## config.mk

```make
export PLATFORM = sky130hd
export DESIGN_NAME = bmfr_readout
export DESIGN_NICKNAME = d
export VERILOG_FILES = /design/src/verilog/bmfr_pkg.sv /design/src/verilog/bmfr_readout.sv
export VERILOG_INCLUDE_DIRS = /design/src /design/src/verilog
export SDC_FILE = /design/constraint.sdc
export NUM_CORES = 1
export LEC_CHECK = 0
export ABC_CLOCK_PERIOD_IN_PS = 3450
export BUFFER_PORTS_ARGS = -buffer_cell sky130_fd_sc_hd__clkbuf_2
export CAP_MARGIN = 20
export CORE_ASPECT_RATIO = 1.4
export CORE_MARGIN = 5
export CORE_UTILIZATION = 55
export DETAILED_ROUTE_END_ITERATION = 10
export GPL_TIMING_DRIVEN = 0
export HOLD_SLACK_MARGIN = 0.15
export PLACE_DENSITY_LB_ADDON = 0.3
export SYNTH_ARGS = -nofsm -noshare
export SYNTH_HDL_FRONTEND = slang
export SYNTH_SLANG_ARGS = --single-unit
```

## constraint.sdc

```tcl
create_clock -name clk_sys -period 3.45 [get_ports clk_sys]
set_input_delay 0.69 -clock clk_sys [delete_from_list [all_inputs] [get_ports clk_sys]]
set_output_delay 0.69 -clock clk_sys [all_outputs]
set_load 0.05 [all_outputs]
```

## src/verilog/bmfr_cfg.svh

```systemverilog
// Constants for the board monitor and fault reporting readout block.
// Assumes inclusion by the package and the block; definitions only.
`ifndef BMFR_CFG_SVH
`define BMFR_CFG_SVH

`define BMFR_CLK_MHZ          200
`define BMFR_SAMPLE_MS        250
`define BMFR_SAMPLE_CYCLES    (`BMFR_SAMPLE_MS * 1000 * `BMFR_CLK_MHZ)
`define BMFR_SEL_VOLT_BASE    5'h00
`define BMFR_SEL_CURRENT_CH   5'h0F
`define BMFR_SEL_CURRENT0     5'h10
`define BMFR_SEL_STATUS       5'h14
`define BMFR_SEL_FLAGS        5'h15
`define BMFR_FLAG_CODE_LSB    0
`define BMFR_FLAG_CODE_MSB    4
`define BMFR_FLAG_RSVD_BIT    5
`define BMFR_FLAG_ATX_BIT     6
`define BMFR_FLAG_FAILSAFE_BIT 7
`define BMFR_FAULT_NONE       5'h00
`define BMFR_FAULT_RSVD_LO    5'h01
`define BMFR_FAULT_RSVD_HI    5'h0D
`define BMFR_LAMP_UNIT_CYCLES 32'h02FA_F080
`define BMFR_LAMP_GAP_PULSES  5'h03

`endif

```

## src/verilog/bmfr_pkg.sv

```systemverilog
// Types shared by the board monitor readout block.
// Assumes bmfr_cfg.svh on the include path.
`include "bmfr_cfg.svh"
package bmfr_pkg;
  typedef enum logic [4:0] {
    BMFR_FAULT_NONE_E          = 5'h00,
    BMFR_FAULT_SUSPEND_CLOCK   = 5'h02,
    BMFR_FAULT_SLEEP_S5        = 5'h03,
    BMFR_FAULT_SLEEP_S4        = 5'h04,
    BMFR_FAULT_SLEEP_S3        = 5'h05,
    BMFR_FAULT_CARRIER_GOOD    = 5'h06,
    BMFR_FAULT_FIRMWARE        = 5'h07,
    BMFR_FAULT_RESET           = 5'h08,
    BMFR_FAULT_RESET_IN        = 5'h09,
    BMFR_FAULT_CRIT_TEMP       = 5'h0A,
    BMFR_FAULT_POWER           = 5'h0B,
    BMFR_FAULT_VOLTAGE         = 5'h0C,
    BMFR_FAULT_RAIL_FIRST      = 5'h0E,
    BMFR_FAULT_RAIL_LAST       = 5'h16
  } bmfr_fault_e;
  typedef enum logic [1:0] {BMFR_LAMP_IDLE, BMFR_LAMP_ON, BMFR_LAMP_OFF, BMFR_LAMP_GAP} bmfr_lamp_e;
endpackage : bmfr_pkg

```

## src/verilog/bmfr_readout.sv

```systemverilog
// Readout block of the board management controller: voltage monitor, main
// current ring, status byte, flags byte and fault lamp blinker.
// Assumes the host bus target logic presents a 5-bit item select and a read
// strobe, and that converter samples arrive as same-clock valid pulses.
`timescale 1ns/100ps
`include "bmfr_cfg.svh"
module bmfr_readout
  import bmfr_pkg::*;
#(
  parameter int unsigned SAMPLE_CYCLES = `BMFR_SAMPLE_CYCLES,
  parameter int unsigned LAMP_UNIT     = `BMFR_LAMP_UNIT_CYCLES
) (
  input  wire logic        clk_sys,
  input  wire logic        rst,
  input  wire logic        rd_stb,
  input  wire logic [4:0]  rd_sel,
  input  wire logic        rd_hi_byte,
  output logic             rd_valid,
  output logic [7:0]       rd_data,
  input  wire logic        volt_valid,
  input  wire logic [3:0]  volt_chan,
  input  wire logic [15:0] volt_value,
  input  wire logic [15:0] current_value,
  input  wire logic        fault_valid,
  input  wire logic [4:0]  fault_code,
  input  wire logic        watchdog_output,
  input  wire logic        panel_power_enable,
  input  wire logic        backlight_enable,
  input  wire logic        firmware_operating_mode,
  input  wire logic        boot_watchdog_disable_n,
  input  wire logic        firmware_image_select,
  input  wire logic        firmware_chip0_disable_n,
  input  wire logic        firmware_chip1_disable_n,
  input  wire logic        atx_mode,
  input  wire logic        failsafe_image,
  output logic             blue_status_lamp
);

  // Board signals arrive from pins, so two flops before use
  logic [9:0] pins_raw;
  logic [9:0] pins_meta_q;
  logic [9:0] pins_sync_q;
  assign pins_raw = {failsafe_image, atx_mode, firmware_chip1_disable_n, firmware_chip0_disable_n,
                     firmware_image_select, boot_watchdog_disable_n, firmware_operating_mode,
                     backlight_enable, panel_power_enable, watchdog_output};
  always_ff @(posedge clk_sys) begin
    pins_meta_q <= pins_raw;
    pins_sync_q <= pins_meta_q;
  end

  // Voltage channel store; channel 15 is never written
  logic [15:0] volt_mem_q [0:14];
  logic        volt_wr;
  assign volt_wr = volt_valid && (volt_chan != `BMFR_SEL_CURRENT_CH);
  always_ff @(posedge clk_sys) begin
    if (rst) begin
      for (int i = 0; i < 15; i++) volt_mem_q[i] <= 16'h0000;
    end else if (volt_wr) begin
      volt_mem_q[volt_chan] <= volt_value;
    end
  end

  // Current ring: slot order follows the write pointer, not age
  logic [31:0] tick_cnt_q;
  logic        tick;
  logic [1:0]  cur_ptr_q;
  logic [15:0] cur_mem_q [0:3];
  assign tick = (tick_cnt_q == SAMPLE_CYCLES - 1);
  always_ff @(posedge clk_sys) begin
    if (rst) begin
      tick_cnt_q <= 32'h0000_0000;
      cur_ptr_q  <= 2'h0;
      for (int i = 0; i < 4; i++) cur_mem_q[i] <= 16'h0000;
    end else begin
      tick_cnt_q <= tick ? 32'h0000_0000 : tick_cnt_q + 32'h0000_0001;
      if (tick) begin
        cur_mem_q[cur_ptr_q] <= current_value;
        cur_ptr_q            <= cur_ptr_q + 2'h1;
      end
    end
  end

  // Fault code latch; reset or code 00 clears it, reserved codes are ignored
  logic [4:0] fault_q;
  logic       fault_ok;
  assign fault_ok = fault_valid && (fault_code != `BMFR_FAULT_RSVD_LO) && (fault_code != `BMFR_FAULT_RSVD_HI)
                    && (fault_code <= BMFR_FAULT_RAIL_LAST);
  always_ff @(posedge clk_sys) begin
    if (rst) fault_q <= `BMFR_FAULT_NONE;
    else if (fault_ok) fault_q <= fault_code;
  end

  logic [7:0] status_byte;
  logic [7:0] flags_byte;
  assign status_byte = pins_sync_q[7:0];
  assign flags_byte  = {pins_sync_q[9], pins_sync_q[8], 1'b0, fault_q};

  // Read mux: item select and byte half
  logic [15:0] word_sel;
  logic [7:0]  rd_byte;
  logic [1:0]  cur_idx;
  // Current slots start on a four-aligned select, so the low bits are the slot
  assign cur_idx  = rd_sel[1:0];
  assign word_sel = (rd_sel < `BMFR_SEL_CURRENT_CH) ? volt_mem_q[rd_sel[3:0]] :
                    (rd_sel >= `BMFR_SEL_CURRENT0 && rd_sel < `BMFR_SEL_STATUS) ? cur_mem_q[cur_idx] :
                    16'h0000;
  assign rd_byte  = (rd_sel == `BMFR_SEL_STATUS) ? status_byte :
                    (rd_sel == `BMFR_SEL_FLAGS)  ? flags_byte  :
                    (rd_hi_byte ? word_sel[15:8] : word_sel[7:0]);
  always_ff @(posedge clk_sys) begin
    if (rst) begin
      rd_valid <= 1'b0;
      rd_data  <= 8'h00;
    end else begin
      rd_valid <= rd_stb;
      rd_data  <= rd_stb ? rd_byte : rd_data;
    end
  end

  // Lamp blinker: code pulses then a gap; code is re-read each round so a newer fault shows next
  bmfr_lamp_e  lamp_st_q;
  logic [31:0] lamp_cnt_q;
  logic [4:0]  lamp_left_q;
  logic        unit_done;
  assign unit_done = (lamp_cnt_q == LAMP_UNIT - 1);
  always_ff @(posedge clk_sys) begin
    if (rst) begin
      lamp_st_q        <= BMFR_LAMP_IDLE;
      lamp_cnt_q       <= 32'h0000_0000;
      lamp_left_q      <= 5'h00;
      blue_status_lamp <= 1'b0;
    end else begin
      lamp_cnt_q <= unit_done ? 32'h0000_0000 : lamp_cnt_q + 32'h0000_0001;
      case (lamp_st_q)
        BMFR_LAMP_IDLE: begin
          blue_status_lamp <= 1'b0;
          lamp_cnt_q       <= 32'h0000_0000;
          if (fault_q != `BMFR_FAULT_NONE) begin
            lamp_st_q        <= BMFR_LAMP_ON;
            lamp_left_q      <= fault_q;
            blue_status_lamp <= 1'b1;
          end
        end
        BMFR_LAMP_ON: if (unit_done) begin
          blue_status_lamp <= 1'b0;
          lamp_left_q      <= lamp_left_q - 5'h01;
          lamp_st_q        <= BMFR_LAMP_OFF;
        end
        BMFR_LAMP_OFF: if (unit_done) begin
          if (lamp_left_q != 5'h00) begin
            blue_status_lamp <= 1'b1;
            lamp_st_q        <= BMFR_LAMP_ON;
          end else begin
            lamp_left_q <= `BMFR_LAMP_GAP_PULSES;
            lamp_st_q   <= BMFR_LAMP_GAP;
          end
        end
        BMFR_LAMP_GAP: if (unit_done) begin
          lamp_left_q <= lamp_left_q - 5'h01;
          if (lamp_left_q == 5'h01) lamp_st_q <= BMFR_LAMP_IDLE;
        end
        default: lamp_st_q <= BMFR_LAMP_IDLE;
      endcase
    end
  end

endmodule : bmfr_readout
```

==> results of run 1 <==
[cells in the mapped netlist, drive strengths merged (3+ instances only)]
master | number | area (sq um)
nor2 | 121 | 456.7
clkbuf | 53 | 198.9
ha | 9 | 112.6
mux4 | 39 | 878.3
buf | 32 | 175.2
a31oi | 8 | 50.05
nor2b | 8 | 50.05
a2111oi | 3 | 27.53
or4 | 3 | 26.27
nand3 | 42 | 210.2
o22ai | 18 | 112.6
xor2 | 27 | 236.5
or2 | 9 | 56.31
a21oi | 31 | 155.2
o31ai | 7 | 52.55
a221oi | 8 | 70.07
a22oi | 3 | 22.52
nand4 | 15 | 108.9
and3 | 11 | 71.31
o221a | 6 | 67.56
dfxtp | 108 | 2162
nand2 | 47 | 176.4
mux2i | 67 | 670.6
o21ai | 45 | 225.2
nor3 | 25 | 136.4
and2 | 306 | 1914
inv | 22 | 82.58
nor4 | 15 | 130.1
a211oi | 5 | 37.54
and4 | 6 | 52.55
xnor2 | 30 | 262.8
a21boi | 6 | 45.04
nand2b | 8 | 50.05
or3 | 10 | 62.56
edfxtp | 305 | 9159
nand3b | 10 | 75.07
[logic make-up (layout without fill, tap and decap cells)]
family,after synthesis,in the layout
DFF,413,413
and+or+nand+nor,645,645
other,1,1
xor gates and xnor gates,57,57
buffers and inverters,107,260
muxes,108,108
AOI/OAI and AO/OA,154,154
adders and majority gates,9,9
[final cells by class]
type	count	area share
plain buffers	85	0.01774
flip-flops and latches	413	0.5369
multi-input cells	974	0.3267
inverters	22	0.003916
well taps	445	0.02641
clock inverters	15	0.007477
clock buffers	57	0.05691
repair buffers	81	0.02391
[worst paths after layout]
path | startpoint | cells after the start | slack, ns | to
max | rst | 6 | 0.15 | volt_mem_q[5][10]
min | firmware_chip0_disable_n | 1 | 0.26 | pins_meta_q[6]
max reg2reg | tick_cnt_q[17] | 6 | 0.68 | cur_mem_q[3][9]
min reg2reg | pins_meta_q[7] | 0 | 0.33 | pins_sync_q[7]
[report_power, final]
group	internal [uW]	switching (uW)	total, uW	leakage (uW)
Sequential	5570	106	5680	0.00384
Combinational	373	700	1070	0.00315
Clock	2660	1840	4500	0.000666
Total	8600	2650	11200	0.00766
[worst register-to-register path, delay by kind of cell (launching register included)]
family	cells	cell delay (ns)
compound gates	1	0.50
buf+inv	1	0.24
flops	1	0.42
simple gates	4	1.32
[metal layers]
metal,up-vias,GRT usage
met2,543,0.4136
met5,-,0
li1,5640,-
met1,5986,0.3064
met3,115,0.03951
met4,0,0.1021
[per-stage QoR]
stage	std cells	total power, uW	cell area (sq um)	utilization	setup WS, ns
floorplan	1494	6436	18620	-	0.4211
global placement	2008	6788	19520	0.5861	-0.9934
detailed placement	2019	6846	19720	0.5921	-0.2700
CTS	2091	11280	21080	0.6328	0.2815
global route	2092	11610	21090	0.6330	0.1409
finish	2092	11250	21090	0.6330	0.1525
[flip-flops by register name, summed over array words and instances (netlist names)]
name / flops
cur_mem_q: 64
tick_cnt_q: 32
volt_mem_q: 241
rd_valid: 1
cur_ptr_q: 2
lamp_cnt_q: 32
rd_data: 8
lamp_st_q: 2
pins_meta_q: 10
pins_sync_q: 10
fault_q: 5
lamp_left_q: 5
blue_status_lamp: 1
==> summary.txt, run 1 <==
Synthesized cell area - 18,620 sq um
Final setup violation count - 0
DRC - 0
Clk sinks - 413
Slew HR - 0.2568
Part of the cycle the worst path needs - 0.9558
I/O pins - 72
RSZ-0062 raised after global routing - false
ANT cells - 0
Most common cell after layout, fill and taps aside - and2_1
FF/Latch Area - 11,320 sq um
M1 wire length - 17.44 mm
Commonest non-fill, non-tap cells in the layout - 306 x and2_1, 305 x edfxtp_1, 120 x nor2_1
Clock Skew - 0.01647 ns
Initial DRC Count - 1,227
Placeable Area - 33,310 sq um
FMAX - 0.3033 GHz
Clock-pin slew on the worst setup and hold paths - 0.06 ns
Setup TNS - 0 ns
Register area share after synthesis - 0.6079
Total wire length - 45.67 mm
CTS tree - yes
Hold Vio Cnt, Final - 0
Vias - 12,280
Slew at the pin closest to its max-slew limit - 1.087 ns
Clock Latency Late Sink - 0.55 ns
GPL Wtd Cong - 0.9586
Number of global-route vias before repair - 12,510
Maxcap violations - 0
Delay-heaviest family, CP - simple AND/OR/NAND/NOR gates
Post-synth EDFFs - 305
Area of the multi-input gates - 6889 sq um
Met3 routed WL - 3.240 mm
Warnings, synthesis - 0
Antenna-violating nets left - 0
Synth Area in Simple Gates - 0.1967
Layout cells sized above 1 - 0.1481
WP buf/inv - 3
CP endpoint kind - register
TritonCTS buffer count - 40
Final Max Slew Viols - 0
Syn-to-layout area delta - 13.23%
Status - finished clean
Largest family of logic cells by synthesized area - simple AND/OR/NAND/NOR gates
Mapped Nets - 1,565
Worst setup SP type - input pin
Largest net degree at the start of global routing - 17
I/O Buffers - 69
Avg Cell Area, Syn - 12.46 sq um
Compound-cell area share of the yosys netlist - 0.05335
CTS Root Cell - clkbuf_16
Critical-path cell list - clkbuf_2 > clkbuf_1 > inv_1 > nand4_1 > nor3_1 > or2_2
Hold Crit Class - input pin to register
Post-DP HPWL - 33.07 mm
# resized after CTS - 0
Post-CTS Hold Fix Bufs - 0
Max Fanout on Critical Path - 16
DR pass1 iterations - 5
Post-synth ARST share - 0
Fill cell count - 2,500
Main synth FF type - edfxtp_1
Post-synthesis mux area share - 0.08439
Kind of critical path - input pin to register
Worst ir drop on vdd - 0.4009 mV
CP arrival - 3.47 ns
Total GRT Usage - 0.2429
Largest stage delay, worst path - 0.79 ns
Area of the die - 37,690 sq um
Worst path required time - 3.62 ns
Site Rows - 79
DR WL met2 - 22.87 mm
CTS H-tree depth - 2
Setup bufs post-CTS - 0
Slowest cell on crit path - nor3_1
Starting Density - 0.5590
Mapped Cells - 1,494
Yosys cell types - 68
Tmin final - 3.298 ns
Power Dens Cells - 533.5 nW/um^2
Die Width - 165.5 um
Leak - 0.007655 uW
Worst hold margin - 0.2558 ns
Bufs on Longest Clock Path - 3
Final nets - 1,688
Remaining global-route overflow - 0
Post-Synth Adder-Cell Area - 0.006047
Register bit total from synthesis - 413
Die H - 227.7 um
Top Layer Used - met4
WL/cell - 21.83 um
Vias per cell - 5.872
First-pass GRT wire length - 70.41 mm
Xor/xnor share of the synthesized area - 0.02681
Initial antenna violation count - 0
No activity file was read; power rests on OpenSTA's default activity.
==> run 2, diff against run 1 <==
--- a/config.mk
+++ b/config.mk
@@ -9,9 +9,11 @@
 export ABC_CLOCK_PERIOD_IN_PS = 3450
 export BUFFER_PORTS_ARGS = -buffer_cell sky130_fd_sc_hd__clkbuf_2
 export CAP_MARGIN = 20
+export CELL_PAD_IN_SITES_DETAIL_PLACEMENT = 2
+export CELL_PAD_IN_SITES_GLOBAL_PLACEMENT = 2
 export CORE_ASPECT_RATIO = 1.4
 export CORE_MARGIN = 5
-export CORE_UTILIZATION = 55
+export CORE_UTILIZATION = 43
 export DETAILED_ROUTE_END_ITERATION = 10
 export GPL_TIMING_DRIVEN = 0
 export HOLD_SLACK_MARGIN = 0.15
==> constraint.sdc (replaced) <==
create_clock -name clk_sys -period 3.45 [get_ports clk_sys]
set_input_delay 0.1725 -clock clk_sys [delete_from_list [all_inputs] [get_ports clk_sys]]
set_output_delay 0.1725 -clock clk_sys [all_outputs]
set_load 0.05 [all_outputs]
==> run 2 against run 1 <==
Routed wire length increased by 42%. Clock skew up 0.0091 ns. Via count rose by 7.0%. Register-to-register slack worse by 0.27 ns. Sequential cell count unchanged. Setup slack better by 0.25 ns. Critical path type is now register to register. Largest cell class unchanged.
==> summary.txt, run 2 (synthesis results as in run 1) <==
Regs by FF count - volt_mem_q: 241 flops, cur_mem_q: 64 flops
Power Dens Cells - 545.9 nW/um^2
Post-DP HPWL - 44.70 mm
Sw Ratio - 0.2532
Layout cells sized above 1 - 0.1444
Worst ir drop on vdd - 0.3347 mV
Area of the multi-input gates - 6893 sq um
FMAX - 0.3287 GHz
Largest stage delay, worst path - 0.62 ns
Final setup violation count - 0
Vias per cell - 5.806
Top Layer Used - met4
Antenna-violating nets left - 0
CP arrival - 3.30 ns
Die Width - 185.9 um
Status - finished clean
Bufs on Longest Clock Path - 3
Non-Filler Instances - 2,263
Initial antenna violation count - 0
Kind of critical path - register to register
Switching Power - 3030 uW
CP endpoint kind - register
Largest net degree at the start of global routing - 17
Leak - 0.007952 uW
Area of the die - 47,630 sq um
Clock Latency Late Sink - 0.57 ns
Slew at the pin closest to its max-slew limit - 1.093 ns
Part of the cycle the worst path needs - 0.8819
DR WL met2 - 34.55 mm
# resized after CTS - 0
DP Cell Count - 2,128
Biggest register - volt_mem_q
Final Max Slew Viols - 0
Site Rows - 90
Commonest non-fill, non-tap cells in the layout - 306 x and2_1, 305 x edfxtp_1, 120 x nor2_1
FF/Latch Area - 11,320 sq um
Combinational share of power - 0.104
Clk pwr share - 0.419
Hold Crit Class - input pin to register
Final nets - 1,744
Critical-path cell list - nor4_1 > nand4_1 > nor4_2 > nand2_1 > o21ai_2 > buf_8
Clock-pin slew on the worst setup and hold paths - 0.06 ns
DRC - 0
M1 wire length - 24.37 mm
Post-CTS Hold Fix Bufs - 50
Internal Power - 8937 uW
I/O pins - 72
DR pass1 iterations - 5
CTS tree - yes
Max reg flops - 241
WL/cell - 28.64 um
Slew HR - 0.2659
I/O Buffers - 69
Total wire length - 64.80 mm
Number of global-route vias before repair - 14,810
Tmin final - 3.043 ns
Most common cell after layout, fill and taps aside - and2_1
Clock Skew - 0.02555 ns
Die H - 256.2 um
Syn-to-layout area delta - 17.73%
Worst path required time - 3.71 ns
Hold Vio Cnt, Final - 0
First-pass GRT wire length - 96.69 mm
Seq pwr share - 0.477
Fill cell count - 4,135
GPL Wtd Cong - 0.8281
Remaining global-route overflow - 0
TritonCTS buffer count - 45
CTS H-tree depth - 2
Max Fanout on Critical Path - 10
Starting Density - 0.4329
Total GRT Usage - 0.2704
Placeable Area - 43,020 sq um
Setup bufs post-CTS - 0
Maxcap violations - 0
Vias - 13,140
RSZ-0062 raised after global routing - false
Power Total - 11,970 uW
CTS Root Cell - clkbuf_16
Slowest cell on crit path - nor4_2
Met3 routed WL - 2.924 mm
Worst setup SP type - register
Clk sinks - 413
Initial DRC Count - 823
==> run 2: cell types whose count changed in the layout (fill, tap and decap cells not counted), moves of 3 or more <==
cell           change
bufinv_16          +3
clkbuf_16          +3
clkbuf_8           -5
clkinv_1           +9
clkinv_2           +3
dlygate4sd3_1     +50
==> run 2: path summary, 6_finish.rpt <==
| check | from | to | slack, ns | cells past startpoint |
|---|---|---|---|---|
| min | rst | cur_mem_q[3][0] | 0.18 | 3 |
| max | tick_cnt_q[7] | cur_mem_q[3][5] | 0.41 | 6 |
| max reg2reg | tick_cnt_q[7] | cur_mem_q[3][5] | 0.41 | 6 |
| min reg2reg | pins_meta_q[2] | pins_sync_q[2] | 0.33 | 0 |
==> run 2: routing by layer <==
metal / vias up / global-route usage
li1: 5756 / -
met1: 6857 / 0.3138
met2: 385 / 0.4921
met3: 140 / 0.04282
met4: 0 / 0.1075
met5: - / 0
==> run 2: worst max-delay path: cells and delay by family (launching register included) <==
kind	cells	cell delay, ns
compound gates	1	0.51
buf+inv	1	0.23
flops	1	0.40
simple gates	4	1.59
==> run 2: stage by stage <==
| stage | instance area, sq um | hold slack (ns) | util | setup TNS (ns) | setup WS [ns] |
|---|---|---|---|---|---|
| 6_report | 21920 | 0.1793 | 0.5096 | 0 | 0.4074 |
| 5_1_grt | 21920 | 0.1812 | 0.5096 | 0 | 0.1593 |
| 4_1_cts | 21920 | 0.1675 | 0.5096 | 0 | 0.3777 |
| 3_5_place_dp | 19930 | 0.2798 | 0.4632 | 0 | 0.1784 |
| 3_3_place_gp | 19660 | 0.2772 | 0.4570 | -125.33 | -0.8997 |
| 2_1_floorplan | 18620 | 0.2002 | - | 0 | 0.4211 |
==> run 2: power by group through the flow <==
stage          clock network, uW  registers, uW  logic, uW
2_1_floorplan                  0           5790        647
6_report                    5010           5710       1240
4_1_cts                     5020           5710       1230
5_1_grt                     5300           5730       1330
3_3_place_gp                   0           5780       1070
3_5_place_dp                   0           5800       1170
==> run 2: cell type report <==
cell class / count / area share
antenna: 1 / 0.0001141
buffer: 85 / 0.01707
clock buffer: 57 / 0.05536
clock inverter: 27 / 0.01273
inverter: 22 / 0.003767
multi-input combinational: 974 / 0.3144
sequential: 413 / 0.5164
tap: 552 / 0.03150
timing repair buffer: 132 / 0.04863
==> run 3, diff against run 2 <==
--- a/config.mk
+++ b/config.mk
@@ -11,7 +11,6 @@
 export CAP_MARGIN = 20
 export CELL_PAD_IN_SITES_DETAIL_PLACEMENT = 2
 export CELL_PAD_IN_SITES_GLOBAL_PLACEMENT = 2
-export CORE_ASPECT_RATIO = 1.4
 export CORE_MARGIN = 5
 export CORE_UTILIZATION = 43
 export DETAILED_ROUTE_END_ITERATION = 10
==> run 3 against run 2 <==
Setup slack lost 0.15 ns. Via count is 3.4% higher. Hold slack improved by 0.020 ns. Critical path depth rose by 1. Power is 1.6% higher. Count of clock-buffer cells in the layout grew 13. Routed wire length increased by 6.7%. Fmax decreased by 4.6%. First-iteration DRC count increased by 26%. Non-clock buffer count up 3. Sequential share of layout area decreased by 0.19 points. Sequential cell count stayed put.
==> summary.txt, run 3 (synthesis results as in run 1) <==
Vias - 13,580
Critical-path cell list - dlygate4sd3_1 > clkbuf_2 > clkbuf_1 > inv_1 > nand4_1 > nor3_1 > or2_2
Remaining global-route overflow - 0
Clk sinks - 413
Number of global-route vias before repair - 15,160
DR pass1 iterations - 9
Kind of critical path - input pin to register
TritonCTS buffer count - 47
Path length in cells of the critical path - 7
Max Fanout on Critical Path - 16
Biggest register - volt_mem_q
Part of the cycle the worst path needs - 0.9248
Bufs on Longest Clock Path - 3
WP buf/inv - 4
Worst R2R End - cur_mem_q[3][10]
I/O pins - 72
Initial antenna violation count - 0
Seq pwr share - 0.471
Vias per cell - 5.902
Internal Power - 8963 uW
Clock Latency Late Sink - 0.60 ns
Delay-heaviest family, CP - simple AND/OR/NAND/NOR gates
Placed Area - 19,940 sq um
Reg2reg start - tick_cnt_q[7]
Non-Filler Instances - 2,301
Slew HR - 0.2312
Initial DRC Count - 1,041
Clock Skew - 0.02470 ns
Worst setup SP type - input pin
Reg2reg path depth - 6
CTS tree - yes
Combinational share of power - 0.106
Power Dens Cells - 552.3 nW/um^2
Worst path required time - 3.68 ns
Hold Path End - fault_q[3]
Post-route cell area - 22,000 sq um
Worst hold margin - 0.1994 ns
Clk pwr share - 0.423
Final Max Slew Viols - 0
Total wire length - 69.15 mm
Total GRT Usage - 0.2808
CP arrival - 3.42 ns
I/O Buffers - 69
Hold Crit Class - input pin to register
Slew at the pin closest to its max-slew limit - 1.124 ns
# resized after CTS - 0
DRC - 0
Post-DP HPWL - 44.07 mm
Tmin final - 3.190 ns
Largest stage delay, worst path - 0.74 ns
FMAX - 0.3134 GHz
Regs by FF count - volt_mem_q: 241 flops, cur_mem_q: 64 flops
Placeable Area - 42,980 sq um
First-pass GRT wire length - 99.37 mm
Antenna-violating nets left - 0
Final setup violation count - 0
Final Util - 0.5119
Site Rows - 76
Die Width - 218.1 um
CP endpoint kind - register
Syn-to-layout area delta - 18.16%
Final nets - 1,749
Leak - 0.007965 uW
Layout cells sized above 1 - 0.1481
Largest net degree at the start of global routing - 17
Status - finished clean
Max reg flops - 241
Switching Power - 3190 uW
Setup TNS - 0 ns
Hold Crit Start - fault_valid
Commonest non-fill, non-tap cells in the layout - 306 x and2_1, 305 x edfxtp_1, 120 x nor2_1
Clock-pin slew on the worst setup and hold paths - 0.06 ns
Starting Density - 0.4332
WL/cell - 30.05 um
Sw Ratio - 0.2625
Maxcap violations - 0
Worst ir drop on vdd - 0.4499 mV
Fill cell count - 4,173
R2R Setup Slk - 0.39 ns
RSZ-0062 raised after global routing - false
Most common cell after layout, fill and taps aside - and2_1
DP Cell Count - 2,161
Slowest cell on crit path - nor3_1
Hold path depth - 4
Area of the die - 47,570 sq um
CTS Root Cell - clkbuf_16
GPL Wtd Cong - 0.8162
CTS H-tree depth - 2
Hold Vio Cnt, Final - 0
Die H - 218.1 um
## run 3: repair_timing
action / in CTS / in global routing
hold buffers: 52 / 0
endpoints found under the hold margin: 167 / 0
setup buffers: 0 / 0
## run 3: worst max path at each step
stage	startpoint	to	slack, ns
CTS	tick_cnt_q[7]	cur_mem_q[3][3]	0.37
detailed placement	rd_sel[1]	rd_data[6]	0.29
finish	rst	volt_mem_q[5][9]	0.26
global placement	tick_cnt_q[17]	cur_mem_q[3][8]	-0.94
floorplan	tick_cnt_q[0]	cur_mem_q[1][0]	0.42
global route	tick_cnt_q[7]	cur_mem_q[0][12]	0.19
## run 3: per-layer routing
metal / GRT usage / up-vias / part of all wire
met2: 0.4907 / 620 / 0.51
li1: - / 5760 / -
met5: 0 / - / 0
met3: 0.04654 / 203 / 0.058
met1: 0.3358 / 6998 / 0.39
met4: 0.1423 / 0 / 0.049
## run 3: area by class of cell
type / count / area [sq um] / share of cell area
diodes: 1 / 2.502 / 0.0001137
inverters: 22 / 82.58 / 0.003753
plain buffers: 85 / 374.1 / 0.01700
clock buffers: 70 / 1365 / 0.06204
well taps: 585 / 732.0 / 0.03327
multi-input cells: 974 / 6893 / 0.3133
clock inverters: 16 / 170.2 / 0.007734
flip-flops and latches: 413 / 11320 / 0.5145
repair buffers: 135 / 1062 / 0.04828
## run 3: worst register-to-register path: cells and delay by family (launching register included)
kind            cells  cell delay [ns]
buf+inv             1             0.24
compound gates      1             0.56
flops               1             0.39
simple gates        4             1.58
## run 3: power groups by stage
stage                     registers, uW  logic, uW  clock network [uW]
after detailed placement           5810       1170                   0
after global placement             5780       1060                   0
after floorplan                    5790        647                   0
final                              5720       1290                5140
after global routing               5740       1350                5420
after CTS                          5710       1250                5130
## run 3: metrics by stage
stage                     setup WS [ns]  total power [uW]
after floorplan                  0.4211              6436
after global placement          -0.9351              6841
after detailed placement         0.2893              6981
after CTS                        0.3663             12090
after global routing             0.1925             12510
final                            0.2595             12150
